### src/threshold_flag_irq_pkg.sv
// constants for the two threshold-flag interrupt banks
// Function
// [RL1] flag rising edge sets its event bit
// [RL2] contribution is event AND mask, bitwise
// [RL3] mask one passes event, zero blocks it
// [RL4] merged contributions drive interrupt lines 118-149
// [RL5] writing one to clear bit clears event
// [RL6] writing zero to clear bit changes nothing
// [RL7] simultaneous set and clear: set wins
// [RL8] bank registers at 0x4002123C and 0x40021248
// [RL9] event register is read-only to software
// [RL10] bank three clear register write-only, resets zero
// [RL11] reset clears all events and masks
// [RL12] each line ORs its masked contributions
package threshold_flag_irq_pkg;

  // ----------------------------------------------------------------
  // widths
  // ----------------------------------------------------------------
  localparam int unsigned FLAG_W      = 32;
  localparam int unsigned STAT_W      = 2;
  localparam int unsigned IRQ_LINE_LO = 118;
  localparam int unsigned IRQ_LINE_HI = 149;

  // ----------------------------------------------------------------
  // register byte addresses
  // ----------------------------------------------------------------
  localparam logic [31:0] BANK2_MASK_ADDR   = 32'h4002_123C;
  localparam logic [31:0] BANK2_EVENT_ADDR  = 32'h4002_1240;
  localparam logic [31:0] BANK2_CLEAR_ADDR  = 32'h4002_1244;
  localparam logic [31:0] BANK3_MASK_ADDR   = 32'h4002_1248;
  localparam logic [31:0] BANK3_EVENT_ADDR  = 32'h4002_124C;
  localparam logic [31:0] BANK3_CLEAR_ADDR  = 32'h4002_1250;
  localparam logic [31:0] IRQ_STATUS_ADDR   = 32'h4002_1280;
  localparam logic [31:0] IRQ_SMASK_ADDR    = 32'h4002_1284;

  // ----------------------------------------------------------------
  // reset values and fields
  // ----------------------------------------------------------------
  localparam logic [31:0]       MASK_RST    = 32'h0000_0000;
  localparam logic [31:0]       EVENT_RST   = 32'h0000_0000;
  localparam logic [31:0]       CLEAR_RST   = 32'h0000_0000;
  localparam logic [31:0]       RDATA_RST   = 32'h0000_0000;
  localparam logic [STAT_W-1:0] STAT_RST    = 2'h0;
  localparam int unsigned       STAT_BANK2  = 0;
  localparam int unsigned       STAT_BANK3  = 1;

  // ----------------------------------------------------------------
  // bus encodings
  // ----------------------------------------------------------------
  localparam logic [2:0] HSIZE_WORD = 3'h2;
  localparam logic       HRESP_OKAY = 1'h0;

  function automatic logic addr_hit(input logic [31:0] addr, input logic [31:0] reg_addr);
    addr_hit = (addr == reg_addr);
  endfunction

endpackage

### src/threshold_flag_irq_banks.sv
// threshold flag interrupt banks two and three with ahb-lite register slave
`timescale 1ns/1ps
module threshold_flag_irq_banks
  import threshold_flag_irq_pkg::*;
(
  input  wire logic              mclk_in,
  input  wire logic              resetn_in,
  input  wire logic              hsel_in,
  input  wire logic [31:0]       haddr_in,
  input  wire logic [1:0]        htrans_in,
  input  wire logic              hwrite_in,
  input  wire logic [2:0]        hsize_in,
  input  wire logic [31:0]       hwdata_in,
  input  wire logic              hready_in,
  output logic      [31:0]       hrdata_out,
  output logic                   hreadyout_out,
  output logic                   hresp_out,
  input  wire logic [FLAG_W-1:0] bank2_threshold_flags_in,
  input  wire logic [FLAG_W-1:0] bank3_threshold_flags_in,
  input  wire logic [FLAG_W-1:0] other_bank_contrib_in,
  output logic      [FLAG_W-1:0] cpu_irq_lines_out,
  output logic                   irq_out
);

  // ----------------------------------------------------------------
  // address phase
  // ----------------------------------------------------------------
  wire addr_valid = hsel_in & htrans_in[1] & hready_in;
  wire word_xfer  = (hsize_in == HSIZE_WORD);
  wire wr_accept  = addr_valid & hwrite_in & word_xfer;
  wire rd_accept  = addr_valid & ~hwrite_in;

  logic        wr_phase_reg;
  logic [31:0] wr_addr_reg;
  logic [31:0] hrdata_reg;

  always_ff @(posedge mclk_in or negedge resetn_in) begin
    if (!resetn_in) begin
      wr_phase_reg <= 1'b0;
      wr_addr_reg  <= RDATA_RST;
    end else if (hready_in) begin
      wr_phase_reg <= wr_accept;
      wr_addr_reg  <= haddr_in;
    end
  end

  // ----------------------------------------------------------------
  // data phase write strobes
  // ----------------------------------------------------------------
  wire wr_mask2  = wr_phase_reg & addr_hit(wr_addr_reg, BANK2_MASK_ADDR);   // [RL8]
  wire wr_clear2 = wr_phase_reg & addr_hit(wr_addr_reg, BANK2_CLEAR_ADDR);  // [RL8]
  wire wr_mask3  = wr_phase_reg & addr_hit(wr_addr_reg, BANK3_MASK_ADDR);   // [RL8]
  wire wr_clear3 = wr_phase_reg & addr_hit(wr_addr_reg, BANK3_CLEAR_ADDR);  // [RL8]
  wire wr_smask  = wr_phase_reg & addr_hit(wr_addr_reg, IRQ_SMASK_ADDR);
  // event registers take no write strobe at all
  wire wr_event_hit = wr_phase_reg &
                      (addr_hit(wr_addr_reg, BANK2_EVENT_ADDR) | addr_hit(wr_addr_reg, BANK3_EVENT_ADDR));

  // ----------------------------------------------------------------
  // the two banks
  // ----------------------------------------------------------------
  logic [FLAG_W-1:0] events2;
  logic [FLAG_W-1:0] events2_next;
  logic [FLAG_W-1:0] mask2_next;
  logic [FLAG_W-1:0] contrib2;
  logic              rise2;
  logic [FLAG_W-1:0] events3;
  logic [FLAG_W-1:0] events3_next;
  logic [FLAG_W-1:0] mask3_next;
  logic [FLAG_W-1:0] contrib3;
  logic              rise3;

  flag_edge_bank u_bank2 (
    .clk_in          (mclk_in),
    .resetn_in       (resetn_in),
    .flags_in        (bank2_threshold_flags_in),
    .mask_we_in      (wr_mask2),
    .clear_we_in     (wr_clear2),
    .wdata_in        (hwdata_in),
    .events_out      (events2),
    .events_next_out (events2_next),
    .mask_next_out   (mask2_next),
    .contrib_out     (contrib2),
    .rise_any_out    (rise2)
  );

  flag_edge_bank u_bank3 (
    .clk_in          (mclk_in),
    .resetn_in       (resetn_in),
    .flags_in        (bank3_threshold_flags_in),
    .mask_we_in      (wr_mask3),
    .clear_we_in     (wr_clear3),
    .wdata_in        (hwdata_in),
    .events_out      (events3),
    .events_next_out (events3_next),
    .mask_next_out   (mask3_next),
    .contrib_out     (contrib3),
    .rise_any_out    (rise3)
  );

  // ----------------------------------------------------------------
  // interrupt line merge
  // ----------------------------------------------------------------
  logic [FLAG_W-1:0] lines_reg;
  wire  [FLAG_W-1:0] lines_next = contrib2 | contrib3 | other_bank_contrib_in;  // [RL4] [RL12]

  always_ff @(posedge mclk_in or negedge resetn_in) begin
    if (!resetn_in) begin
      lines_reg <= MASK_RST;                                                    // [RL11]
    end else begin
      lines_reg <= lines_next;
    end
  end

  assign cpu_irq_lines_out = lines_reg;                                         // [RL4]

  // ----------------------------------------------------------------
  // summary status, mask and level interrupt
  // ----------------------------------------------------------------
  logic [STAT_W-1:0] status_reg;
  logic [STAT_W-1:0] smask_reg;
  logic              irq_reg;
  wire               rd_status  = rd_accept & addr_hit(haddr_in, IRQ_STATUS_ADDR);
  wire  [STAT_W-1:0] stat_set   = {rise3, rise2};
  // a set in the clearing read cycle survives the clear
  wire  [STAT_W-1:0] status_next = (rd_status ? STAT_RST : status_reg) | stat_set;
  wire  [STAT_W-1:0] smask_next  = wr_smask ? hwdata_in[STAT_W-1:0] : smask_reg;

  always_ff @(posedge mclk_in or negedge resetn_in) begin
    if (!resetn_in) begin
      status_reg <= STAT_RST;
      smask_reg  <= STAT_RST;
      irq_reg    <= 1'b0;
    end else begin
      status_reg <= status_next;
      smask_reg  <= smask_next;
      irq_reg    <= |(status_next & smask_next);
    end
  end

  assign irq_out = irq_reg;

  // ----------------------------------------------------------------
  // read data path
  // ----------------------------------------------------------------
  // values returned, except status, are those the registers hold after the current edge,
  // so a read right after a write sees the written value
  wire [31:0] rd_word =
    addr_hit(haddr_in, BANK2_MASK_ADDR)  ? mask2_next   :
    addr_hit(haddr_in, BANK2_EVENT_ADDR) ? events2_next :
    addr_hit(haddr_in, BANK3_MASK_ADDR)  ? mask3_next   :
    addr_hit(haddr_in, BANK3_EVENT_ADDR) ? events3_next :
    addr_hit(haddr_in, IRQ_STATUS_ADDR)  ? {{(32-STAT_W){1'b0}}, status_reg} :
    addr_hit(haddr_in, IRQ_SMASK_ADDR)   ? {{(32-STAT_W){1'b0}}, smask_next} :
    RDATA_RST;                                                                  // [RL10]

  always_ff @(posedge mclk_in or negedge resetn_in) begin
    if (!resetn_in) begin
      hrdata_reg <= RDATA_RST;
    end else if (rd_accept) begin
      hrdata_reg <= rd_word;
    end
  end

  assign hrdata_out    = hrdata_reg;
  assign hreadyout_out = 1'b1;
  assign hresp_out     = HRESP_OKAY;

  // ----------------------------------------------------------------
  // checks
  // ----------------------------------------------------------------
  property p_rise_sets_event;
    @(posedge mclk_in) disable iff (!resetn_in)
    $rose(bank2_threshold_flags_in[1]) |=> events2[1];
  endproperty
  a_rise_sets_event: assert property (p_rise_sets_event) else $error("rise did not set event"); // [RL1]

  property p_rise_sets_event3;
    @(posedge mclk_in) disable iff (!resetn_in)
    $rose(bank3_threshold_flags_in[8]) |=> events3[8];
  endproperty
  a_rise_sets_event3: assert property (p_rise_sets_event3) else $error("bank three rise lost"); // [RL1]

  property p_line_is_and_or;
    @(posedge mclk_in) disable iff (!resetn_in)
    1'b1 |=> (cpu_irq_lines_out == $past(lines_next));
  endproperty
  a_line_is_and_or: assert property (p_line_is_and_or) else $error("line not merged"); // [RL4]

  property p_masked_blocks;
    @(posedge mclk_in) disable iff (!resetn_in)
    (!(mask2_next[8]) && !(mask3_next[8]) && !other_bank_contrib_in[8] && !wr_mask2 && !wr_mask3)
      ##1 (!other_bank_contrib_in[8]) |=> !cpu_irq_lines_out[8];
  endproperty
  a_masked_blocks: assert property (p_masked_blocks) else $error("masked event reached line"); // [RL3]

  property p_enabled_passes;
    @(posedge mclk_in) disable iff (!resetn_in)
    (events2[17] && u_bank2.mask_reg[17]) |=> cpu_irq_lines_out[17];
  endproperty
  a_enabled_passes: assert property (p_enabled_passes) else $error("enabled event missing"); // [RL2]

  property p_line_holds;
    @(posedge mclk_in) disable iff (!resetn_in)
    (cpu_irq_lines_out[16] && (contrib2[16] || contrib3[16] || other_bank_contrib_in[16]))
      |=> cpu_irq_lines_out[16];
  endproperty
  a_line_holds: assert property (p_line_holds) else $error("line dropped early"); // [RL12]

  property p_event_readonly;
    @(posedge mclk_in) disable iff (!resetn_in)
    (wr_event_hit && !wr_clear2 && events2 == $past(events2) && bank2_threshold_flags_in == 32'h0000_0000)
      |=> (events2 == $past(events2));
  endproperty
  a_event_readonly: assert property (p_event_readonly) else $error("write changed event"); // [RL9]

  property p_clear3_reads_zero;
    @(posedge mclk_in) disable iff (!resetn_in)
    (rd_accept && addr_hit(haddr_in, BANK3_CLEAR_ADDR)) |=> (hrdata_out == RDATA_RST);
  endproperty
  a_clear3_reads_zero: assert property (p_clear3_reads_zero) else $error("clear register readable"); // [RL10]

  property p_clear_write_bank2;
    @(posedge mclk_in) disable iff (!resetn_in)
    (wr_accept && addr_hit(haddr_in, BANK2_CLEAR_ADDR)) ##1
      (hwdata_in[0] && !(bank2_threshold_flags_in[0] && !$past(bank2_threshold_flags_in[0])))
      |=> !events2[0];
  endproperty
  a_clear_write_bank2: assert property (p_clear_write_bank2) else $error("bank two clear failed"); // [RL5] [RL8]

  property p_mask_readback;
    @(posedge mclk_in) disable iff (!resetn_in)
    (wr_accept && addr_hit(haddr_in, BANK3_MASK_ADDR)) ##1
      (rd_accept && addr_hit(haddr_in, BANK3_MASK_ADDR))
      |=> (hrdata_out == $past(hwdata_in));
  endproperty
  a_mask_readback: assert property (p_mask_readback) else $error("mask readback wrong"); // [RL8]

  property p_reset_quiet;
    @(posedge mclk_in)
    $rose(resetn_in) |-> (cpu_irq_lines_out == MASK_RST && !irq_out && events2 == EVENT_RST);
  endproperty
  a_reset_quiet: assert property (p_reset_quiet) else $error("not quiet after reset"); // [RL11]

  property p_irq_level;
    @(posedge mclk_in) disable iff (!resetn_in)
    1'b1 |-> (irq_out == |(status_reg & smask_reg));
  endproperty
  a_irq_level: assert property (p_irq_level) else $error("irq level mismatch");

  property p_status_set_wins;
    @(posedge mclk_in) disable iff (!resetn_in)
    (rd_status && rise2) |=> status_reg[STAT_BANK2];
  endproperty
  a_status_set_wins: assert property (p_status_set_wins) else $error("status set lost on read");

  property p_status_read_clears;
    @(posedge mclk_in) disable iff (!resetn_in)
    (rd_status && !rise3) |=> !status_reg[STAT_BANK3];
  endproperty
  a_status_read_clears: assert property (p_status_read_clears) else $error("status read did not clear");

  // ----------------------------------------------------------------
  // bus, register and line checks
  // ----------------------------------------------------------------
  property p_resp_okay;
    @(posedge mclk_in) disable iff (!resetn_in)
    1'b1 |-> (hreadyout_out && (hresp_out == HRESP_OKAY));
  endproperty
  a_resp_okay: assert property (p_resp_okay) else $error("bus not ready or not okay");

  property p_rise2_status;
    @(posedge mclk_in) disable iff (!resetn_in)
    rise2 |=> status_reg[STAT_BANK2];
  endproperty
  a_rise2_status: assert property (p_rise2_status) else $error("bank two rise not in status");

  property p_rise3_status;
    @(posedge mclk_in) disable iff (!resetn_in)
    rise3 |=> status_reg[STAT_BANK3];
  endproperty
  a_rise3_status: assert property (p_rise3_status) else $error("bank three rise not in status");

  property p_mask2_lands;
    @(posedge mclk_in) disable iff (!resetn_in)
    wr_mask2 |=> (u_bank2.mask_reg == $past(hwdata_in));
  endproperty
  a_mask2_lands: assert property (p_mask2_lands) else $error("bank two mask write lost"); // [RL8]

  property p_mask3_lands;
    @(posedge mclk_in) disable iff (!resetn_in)
    wr_mask3 |=> (u_bank3.mask_reg == $past(hwdata_in));
  endproperty
  a_mask3_lands: assert property (p_mask3_lands) else $error("bank three mask write lost"); // [RL8]

  property p_clear3_one;
    @(posedge mclk_in) disable iff (!resetn_in)
    (wr_clear3 && hwdata_in[0] && !bank3_threshold_flags_in[0])
      |=> !events3[0];
  endproperty
  a_clear3_one: assert property (p_clear3_one) else $error("bank three clear failed"); // [RL5]

  property p_clear2_zero_keeps;
    @(posedge mclk_in) disable iff (!resetn_in)
    (wr_clear2 && !hwdata_in[17] && events2[17])
      |=> events2[17];
  endproperty
  a_clear2_zero_keeps: assert property (p_clear2_zero_keeps) else $error("zero clear lost event"); // [RL6]

  property p_event3_readonly;
    @(posedge mclk_in) disable iff (!resetn_in)
    (wr_event_hit && !wr_clear3 && (bank3_threshold_flags_in == 32'h0000_0000))
      |=> (events3 == $past(events3));
  endproperty
  a_event3_readonly: assert property (p_event3_readonly) else $error("write changed bank three"); // [RL9]

  property p_event3_sticky;
    @(posedge mclk_in) disable iff (!resetn_in)
    (events3[8] && !wr_clear3) |=> events3[8];
  endproperty
  a_event3_sticky: assert property (p_event3_sticky) else $error("event dropped by itself"); // [RL9]

  property p_line_falls;
    @(posedge mclk_in) disable iff (!resetn_in)
    (!contrib2[16] && !contrib3[16] && !other_bank_contrib_in[16])
      |=> !cpu_irq_lines_out[16];
  endproperty
  a_line_falls: assert property (p_line_falls) else $error("line high with no source"); // [RL12]

  property p_other_passes;
    @(posedge mclk_in) disable iff (!resetn_in)
    other_bank_contrib_in[31] |=> cpu_irq_lines_out[31];
  endproperty
  a_other_passes: assert property (p_other_passes) else $error("other bank not merged"); // [RL4]

  property p_status_read_data;
    @(posedge mclk_in) disable iff (!resetn_in)
    rd_status |=> (hrdata_out == {{(32-STAT_W){1'b0}}, $past(status_reg)});
  endproperty
  a_status_read_data: assert property (p_status_read_data) else $error("status read data wrong");

  property p_clear2_reads_zero;
    @(posedge mclk_in) disable iff (!resetn_in)
    (rd_accept && addr_hit(haddr_in, BANK2_CLEAR_ADDR)) |=> (hrdata_out == RDATA_RST);
  endproperty
  a_clear2_reads_zero: assert property (p_clear2_reads_zero) else $error("bank two clear readable");

endmodule

### src/flag_edge_bank.sv
// one bank of 32 rising-edge event bits with mask and clear
`timescale 1ns/1ps
module flag_edge_bank
  import threshold_flag_irq_pkg::*;
(
  input  wire logic              clk_in,
  input  wire logic              resetn_in,
  input  wire logic [FLAG_W-1:0] flags_in,
  input  wire logic              mask_we_in,
  input  wire logic              clear_we_in,
  input  wire logic [FLAG_W-1:0] wdata_in,
  output logic      [FLAG_W-1:0] events_out,
  output logic      [FLAG_W-1:0] events_next_out,
  output logic      [FLAG_W-1:0] mask_next_out,
  output logic      [FLAG_W-1:0] contrib_out,
  output logic                   rise_any_out
);

  logic [FLAG_W-1:0] prev_reg;
  logic [FLAG_W-1:0] events_reg;
  logic [FLAG_W-1:0] mask_reg;
  wire  [FLAG_W-1:0] rise      = flags_in & ~prev_reg;                // [RL1]
  wire  [FLAG_W-1:0] clr_bits  = clear_we_in ? wdata_in : CLEAR_RST;  // [RL5] [RL6]
  wire  [FLAG_W-1:0] events_next = (events_reg & ~clr_bits) | rise;   // [RL7] [RL9]
  wire  [FLAG_W-1:0] mask_next = mask_we_in ? wdata_in : mask_reg;

  always_ff @(posedge clk_in or negedge resetn_in) begin
    if (!resetn_in) begin
      prev_reg   <= EVENT_RST;
      events_reg <= EVENT_RST;                                        // [RL11]
      mask_reg   <= MASK_RST;                                         // [RL11]
    end else begin
      prev_reg   <= flags_in;
      events_reg <= events_next;
      mask_reg   <= mask_next;
    end
  end

  assign events_out      = events_reg;
  assign events_next_out = events_next;
  assign mask_next_out   = mask_next;
  assign contrib_out     = events_reg & mask_reg;                     // [RL2] [RL3]
  assign rise_any_out    = |rise;

  // ----------------------------------------------------------------
  // checks
  // ----------------------------------------------------------------
  wire  [FLAG_W-1:0] set_and_clr = rise & clr_bits;
  wire  [FLAG_W-1:0] clr_only    = clr_bits & ~rise;
  wire  [FLAG_W-1:0] kept_bits   = events_reg & ~clr_bits;

  property p_set_wins;
    @(posedge clk_in) disable iff (!resetn_in)
    (|set_and_clr) |=> ((events_reg & $past(set_and_clr)) == $past(set_and_clr));
  endproperty
  a_set_wins: assert property (p_set_wins) else $error("set lost to clear"); // [RL7]

  property p_clear_one;
    @(posedge clk_in) disable iff (!resetn_in)
    (|clr_only) |=> ((events_reg & $past(clr_only)) == EVENT_RST);
  endproperty
  a_clear_one: assert property (p_clear_one) else $error("clear one did not clear"); // [RL5]

  property p_clear_zero;
    @(posedge clk_in) disable iff (!resetn_in)
    clear_we_in |=> ((events_reg & $past(kept_bits)) == $past(kept_bits));
  endproperty
  a_clear_zero: assert property (p_clear_zero) else $error("clear zero changed event"); // [RL6]

endmodule

### config.mk
export PLATFORM = sky130hd
export DESIGN_NAME = threshold_flag_irq_banks
export DESIGN_NICKNAME = d
export VERILOG_FILES = /design/src/threshold_flag_irq_pkg.sv /design/src/threshold_flag_irq_banks.sv /design/src/flag_edge_bank.sv
export SDC_FILE = /design/constraint.sdc
export NUM_CORES = 1
export LEC_CHECK = 0
export ABC_AREA = 1
export BUFFER_PORTS_ARGS = -buffer_cell sky130_fd_sc_hd__buf_2
export CORE_ASPECT_RATIO = 1.25
export CORE_UTILIZATION = 40
export CTS_CLUSTER_SIZE = 24
export DETAILED_ROUTE_END_ITERATION = 10
export PLACE_DENSITY = 0.58
export SYNTH_ARGS = -nofsm -noshare
export SYNTH_HDL_FRONTEND = slang
export SYNTH_SLANG_ARGS = --single-unit
export TNS_END_PERCENT = 100
### constraint.sdc
create_clock -name mclk_in -period 5 [get_ports mclk_in]
set_input_delay 0.75 -clock mclk_in [delete_from_list [all_inputs] [get_ports mclk_in]]
set_output_delay 0.75 -clock mclk_in [all_outputs]
set_load 0.02 [all_outputs]
* Word-level counts from Yosys, hierarchy flattened
Index checks and enable logic that the tools add are counted.
** Word-level totals
- Register bits :: 294
- Latch bits :: 0
- RAM bits :: 0
- Memory bits (read-only) :: 0
- Output and inout port bits :: 67
- Logic and storage cells :: 68
- Memories :: 0
** Operators by class
- Add/subtract/negate cells :: 0
- Multiply operators :: 0
- Divide/modulo/power cells :: 0
- $lt $le $gt $ge :: 0
- Equality and inequality tests :: 12
- Shifts and indexed selects :: 0
- Multiplexer cells :: 12
- Bitwise gates (word level) :: 28
- Reductions and logical operators :: 3
** Operators with widths (number)
- 32-bit by 31-bit equality test with 1-bit output, second input constant :: 11
- 32-bit two-way mux :: 8
- 32-bit bitwise AND :: 6
- 32-bit inverter :: 4
- 32-bit bitwise OR :: 4
- 32-bit OR reduction :: 2
- 1-bit bitwise AND :: 11
- 2-bit two-way mux :: 4
- 3-bit by 2-bit equality test with 1-bit output, second input constant :: 1
- 2-bit bitwise AND :: 1
- 2-bit bitwise OR :: 1
- 2-bit OR reduction :: 1
- 1-bit inverter :: 1

* Longest topological paths before layout
- Word-level depth :: 10
- Mapped depth :: 14
- Mapped depth without buffers :: 14

* Cells and area by module
A second synthesis with hierarchy kept.
** Second synthesis, totals
- Cell total of the unflattened synthesis :: 1490
- Area total of the unflattened synthesis :: 12927.4 µm²
** Modules (own cells, without submodules)
- flag_edge_bank :: instances 2, cells an instance 408, area each 3797.4 µm², sequential area each 2402.3 µm²
- threshold_flag_irq_banks :: instances 1, cells an instance 674, area each 5332.6 µm², sequential area each 2552.4 µm²

* Least setup slack after synthesis
No wires, ideal clock.
- Path kind :: in2reg
- Start :: input haddr_in[8]
- End :: register hrdata_reg[10] (netlist: hrdata_out[10])
- Data arrival time :: 1889 ps
- Data required time :: 4879 ps
- Path slack :: 2990 ps
- Stages on the path :: 12
- Path buffers :: 1
- Cells stage by stage :: inv_1 -> nand2_1 -> nor2_1 -> nand2_1 -> inv_2 -> nand3b_1 -> nor2_2 -> buf_2 -> nand3_1 -> nand2_1 -> o21bai_1 -> nand2_1
** On the way
- Word-level cells in the longest chain between the ends :: 5
** RTL lines
- start, declared :: line threshold_flag_irq_banks.sv:9 : input wire logic [31:0] haddr_in,
- 32-bit by 31-bit equality test with 1-bit output :: line threshold_flag_irq_pkg.sv:55 : addr_hit = (addr == reg_addr);
- 32-bit two-way mux :: line threshold_flag_irq_banks.sv:152 : addr_hit(haddr_in, BANK3_EVENT_ADDR) ? events3_next :
- 32-bit two-way mux :: line threshold_flag_irq_banks.sv:151 : addr_hit(haddr_in, BANK3_MASK_ADDR) ? mask3_next :
- 32-bit two-way mux :: line threshold_flag_irq_banks.sv:150 : addr_hit(haddr_in, BANK2_EVENT_ADDR) ? events2_next :
- 32-bit two-way mux (*) :: line threshold_flag_irq_banks.sv:149 : addr_hit(haddr_in, BANK2_MASK_ADDR) ? mask2_next :
- end signal, assigned :: line threshold_flag_irq_banks.sv:161 : hrdata_reg <= rd_word;
- end, declared :: line threshold_flag_irq_banks.sv:35 : logic [31:0] hrdata_reg;
Every way passes the cells marked *; elsewhere a longest branch is shown, timed or not.
A chain may end at the register's enable or synchronous reset.

* Final worst setup path
- Start :: register wr_addr_reg[23]
- End :: register hrdata_reg[10] (netlist: hrdata_out[10])
** On the way
- Word-level cells in the longest chain between the ends :: 10
** RTL lines
- start, declared :: line threshold_flag_irq_banks.sv:34 : logic [31:0] wr_addr_reg;
- start signal, assigned :: line threshold_flag_irq_banks.sv:43 : wr_addr_reg <= haddr_in;
- 32-bit by 31-bit equality test with 1-bit output :: line threshold_flag_irq_pkg.sv:55
- 1-bit bitwise AND :: line threshold_flag_irq_banks.sv:53 : wire wr_clear3 = wr_phase_reg & addr_hit(wr_addr_reg, BANK3_CLEAR_ADDR);
- 32-bit two-way mux :: line flag_edge_bank.sv:23 : wire [FLAG_W-1:0] clr_bits = clear_we_in ? wdata_in : CLEAR_RST;
- 32-bit inverter :: line flag_edge_bank.sv:24 : wire [FLAG_W-1:0] events_next = (events_reg & ~clr_bits) | rise;
- 32-bit bitwise AND
- 32-bit bitwise OR :: line flag_edge_bank.sv:24
- 32-bit two-way mux :: line threshold_flag_irq_banks.sv:152
- 32-bit two-way mux :: line threshold_flag_irq_banks.sv:151
- 32-bit two-way mux :: line threshold_flag_irq_banks.sv:150
- 32-bit two-way mux (*) :: line threshold_flag_irq_banks.sv:149
Marked as above.

==> impl_summary.log <==
INFO  metric status = completed
INFO  metric clkPwrFrac = 44.4%
INFO  metric timing.max_slew.rel_slack = 22.08%
INFO  metric post-synth-top-area-cell = dfrtp_1
INFO  metric multiInputGateArea = 4458 sq um
INFO  metric grt.overflow.total = 0
INFO  metric viasPerCell = 4.939
INFO  metric reg2reg_depth = 12
INFO  metric power_frac_comb = 5.7%
INFO  metric die_area = 32330 sq um
INFO  metric grt_setup_unrepaired = false
INFO  metric critical_path_class = flip-flop to flip-flop
INFO  metric fin_worst_skew = 0.01127 ns
INFO  metric drt.antenna.violating_nets = 0
INFO  metric synth.top_cells.by_area = dfrtp_1 (58%), nand2_1 (16%), inv_1 (4.6%), nand3_1 (4.5%), a221o_1 (2.5%)
INFO  metric grt_pass1_vias = 10713
INFO  metric power.share.switching = 23.07%
INFO  metric worst-endpoint-required = 5.45 ns
INFO  metric final_nets = 1852
INFO  metric clockBufferDepth = 3
INFO  metric setup.worst_path.end_class = flip-flop
INFO  metric grt_pass1_wl = 58480 um
INFO  metric setup_viol = 0
INFO  metric synth_simple_gate_area_share = 26.23%
INFO  metric finalMaxSlewViolations = 0
INFO  metric drt_drc_violations_left = 0
INFO  metric synth.top_cells.by_count = nand2_1 (547), dfrtp_1 (294), inv_1 (155), nand3_1 (113), nor2_1 (63)
INFO  metric number_of_enable_type_register_cells_in_the_synthesized_netlist = 0
INFO  metric drt_iter0_drc = 601
INFO  metric post_cts.repair.setup_buffers = 0
INFO  metric yosys_warnings = 0
INFO  metric syn_avg_cell_area = 8.679 sq um
INFO  metric die_h = 200.8 um
INFO  metric setup-tns-final = 0 ns
INFO  metric placed_cells_incl_taps = 2057
INFO  metric synth_compound_area_share = 8.045%
INFO  metric synthesis.instances = 1457
INFO  metric critical_path_arrival = 3.45 ns
INFO  metric grt_max_degree = 128
INFO  metric post_dp_cell_area = 14210 sq um
INFO  metric maxcap_viol_count = 0
INFO  metric max_freq = 333.2 MHz
INFO  metric syn_to_final_growth = 19.96%
INFO  metric antenna_found_initial = 3
INFO  metric final.min_clock_period = 3.001 ns
INFO  metric power_leakage = 7.781 nW
INFO  metric vias = 10436
INFO  metric netlist-cell-type-count = 30
INFO  metric core_region_area = 30990 sq um
INFO  metric place_worst_setup_slack = 1.803 ns
INFO  metric globalRouteMet3Util = 2.872%
INFO  metric setup_ws = 1.999 ns
INFO  metric design_area = 15170 sq um
INFO  metric power.density_cell_area = 323.5 nW/um^2
INFO  metric cts-root-buf = clkbuf_16
INFO  metric floorplan.io_pins = 237
INFO  metric share_of_synthesized_cell_area_in_full_adder_half_adder_and_majority_cells = 0%
INFO  metric post_layout_nonfiller_instances = 2113
INFO  metric worstSetupStartpointType = flip-flop
INFO  metric hp-class = input pin to flip-flop
INFO  metric power_report.internal_total = 3.775 mW
INFO  metric seqPwrFrac = 50.0%
INFO  metric worst_slew_pin_slew = 1.166 ns
INFO  metric switching_power = 1.132 mW
INFO  metric num_rows = 72
INFO  metric dp_hpwl = 24320 um
INFO  metric cts_made_buffers = 30
INFO  metric regArea = 7357 sq um
INFO  metric route.detailed.wl_per_inst = 17.33 um
INFO  metric hold_violations = 0
INFO  metric firstDrtPassIters = 5
INFO  metric vdd.ir_drop.worst = 0.2461 mV
INFO  metric synth_area = 12640 sq um
INFO  metric floorplan.die.width = 161.0 um
INFO  metric synth_most_common_cell = nand2_1
INFO  metric grt_util_met2 = 39.25%
INFO  metric h-tree-depth = 1
INFO  metric globalRouteTotalUtil = 23.29%
INFO  metric synth_top_family_by_area = simple AND/OR/NAND/NOR gates
INFO  metric timing.final.crit_share = 60.03%
INFO  metric synth.yosys.seq_area_share = 58.18%
INFO  metric ys_dominant_reg_cell = dfrtp_1
INFO  metric layout-drive-gt1-share = 19.54%
INFO  metric clk_pin_slew_worst_paths = 0.06 ns
INFO  metric post_synth_mux_area_share = 0.6234%
INFO  metric synth.net_count = 1627
INFO  metric start_util = 40.80%
INFO  metric whs_path_depth = 1
INFO  metric path_max_fanout = 33
INFO  metric gr-max-usage-layer = met2
INFO  metric cts.sinks = 294
INFO  metric gpl.final_weighted_congestion = 0.8167
INFO  metric clock_latency = 0.56 ns
INFO  metric grt_util_met1 = 30.82%
INFO  metric fillerInstances = 3054
INFO  metric share_of_the_synthesized_netlist_area_taken_by_xor_and_xnor_gates = 0%
INFO  metric cts_resized = 0
INFO  metric postCtsHoldBufs = 0
INFO  metric placement.io_buffers = 233
INFO  metric cts_tree = yes
INFO  metric postSynth.asyncResetShare = 100.0%
INFO  metric postRouteWirelength = 36620 um
INFO  metric postSynthRegisterBits = 294
INFO  metric yosys.area.top_type_share = 58.18%
power by group through the flow:
stage	Combinational, mW	Sequential (mW)	Clock, mW
after floorplan	0.102	2.49	0
after global placement	0.283	2.49	0
after detailed placement	0.285	2.50	0
after CTS	0.286	2.45	2.23
after global routing	0.319	2.46	2.31
final	0.279	2.45	2.18
cells by family (layout without fill, tap and decap cells):
logic type / count (synthesis) / in the layout
and+or+nand+nor: 789 / 789
other: 2 / 4
AOI/OAI and AO/OA: 155 / 155
DFF: 294 / 294
buffers and inverters: 210 / 457
muxes: 7 / 7
layout by cell type, fill, tap and decap left out, drive strengths merged, types with 4 or more instances in the layout:
master	n
a21oi	11
a221o	32
buf	246
clkbuf	49
clkinv	4
dfrtp	294
inv	157
mux2	7
nand2	560
nand3	124
nand4	20
nor2	69
nor3	8
nor4	5
o21ai	79
o21bai	30
layer usage:
layer,part of all wire (%),up-vias
met3,5.2,68
met2,48,294
li1,-,5090
met5,0.033,-
met4,2.7,2
met1,44,4982
final timing paths:
kind / from / endpoint / slack [ns]
worst max-delay path: wr_addr_reg[23] / hrdata_out[10] / 2.00
worst min-delay path: bank2_threshold_flags_in[11] / u_bank2.prev_reg[11] / 0.30
worst max register to register: wr_addr_reg[23] / hrdata_out[10] / 2.00
worst min register to register: hrdata_out[19] / hrdata_out[19] / 0.48
max in group asynchronous: resetn_in / wr_addr_reg[28] / 3.60
min in group asynchronous: resetn_in / cpu_irq_lines_out[17] / 0.31
stage by stage:
stage / power, mW / hold slack (ns) / utilization (%)
final: 4.908 / 0.3016 / 48.95
after global routing: 5.088 / 0.2820 / 48.94
after CTS: 4.964 / 0.2759 / 48.93
after detailed placement: 2.780 / 0.4658 / 45.86
after global placement: 2.777 / 0.4608 / 45.86
after floorplan: 2.594 / 0.4544 / -
cell type report:
type / instances / area share (%)
inverters: 157 / 3.885
well taps: 407 / 3.357
multi-input cells: 953 / 29.39
diodes: 2 / 0.03300
clock buffers: 49 / 6.088
flip-flops and latches: 294 / 48.50
repair buffers: 246 / 8.562
clock inverters: 5 / 0.1815
critical path: stages (launching register included):
cell and delay, ns:
dfrtp_1 0.38, nor2_1 0.12, nand2_1 0.10, nor2_1 0.14, nand2_2 0.12, nor3_4 0.12
buf_4 0.49, nand2_2 0.76, nand2_1 0.28, nand3_1 0.10, nand2_1 0.09, o21bai_1 0.13
nand2_1 0.07
Power figures use the tool's default switching activity.
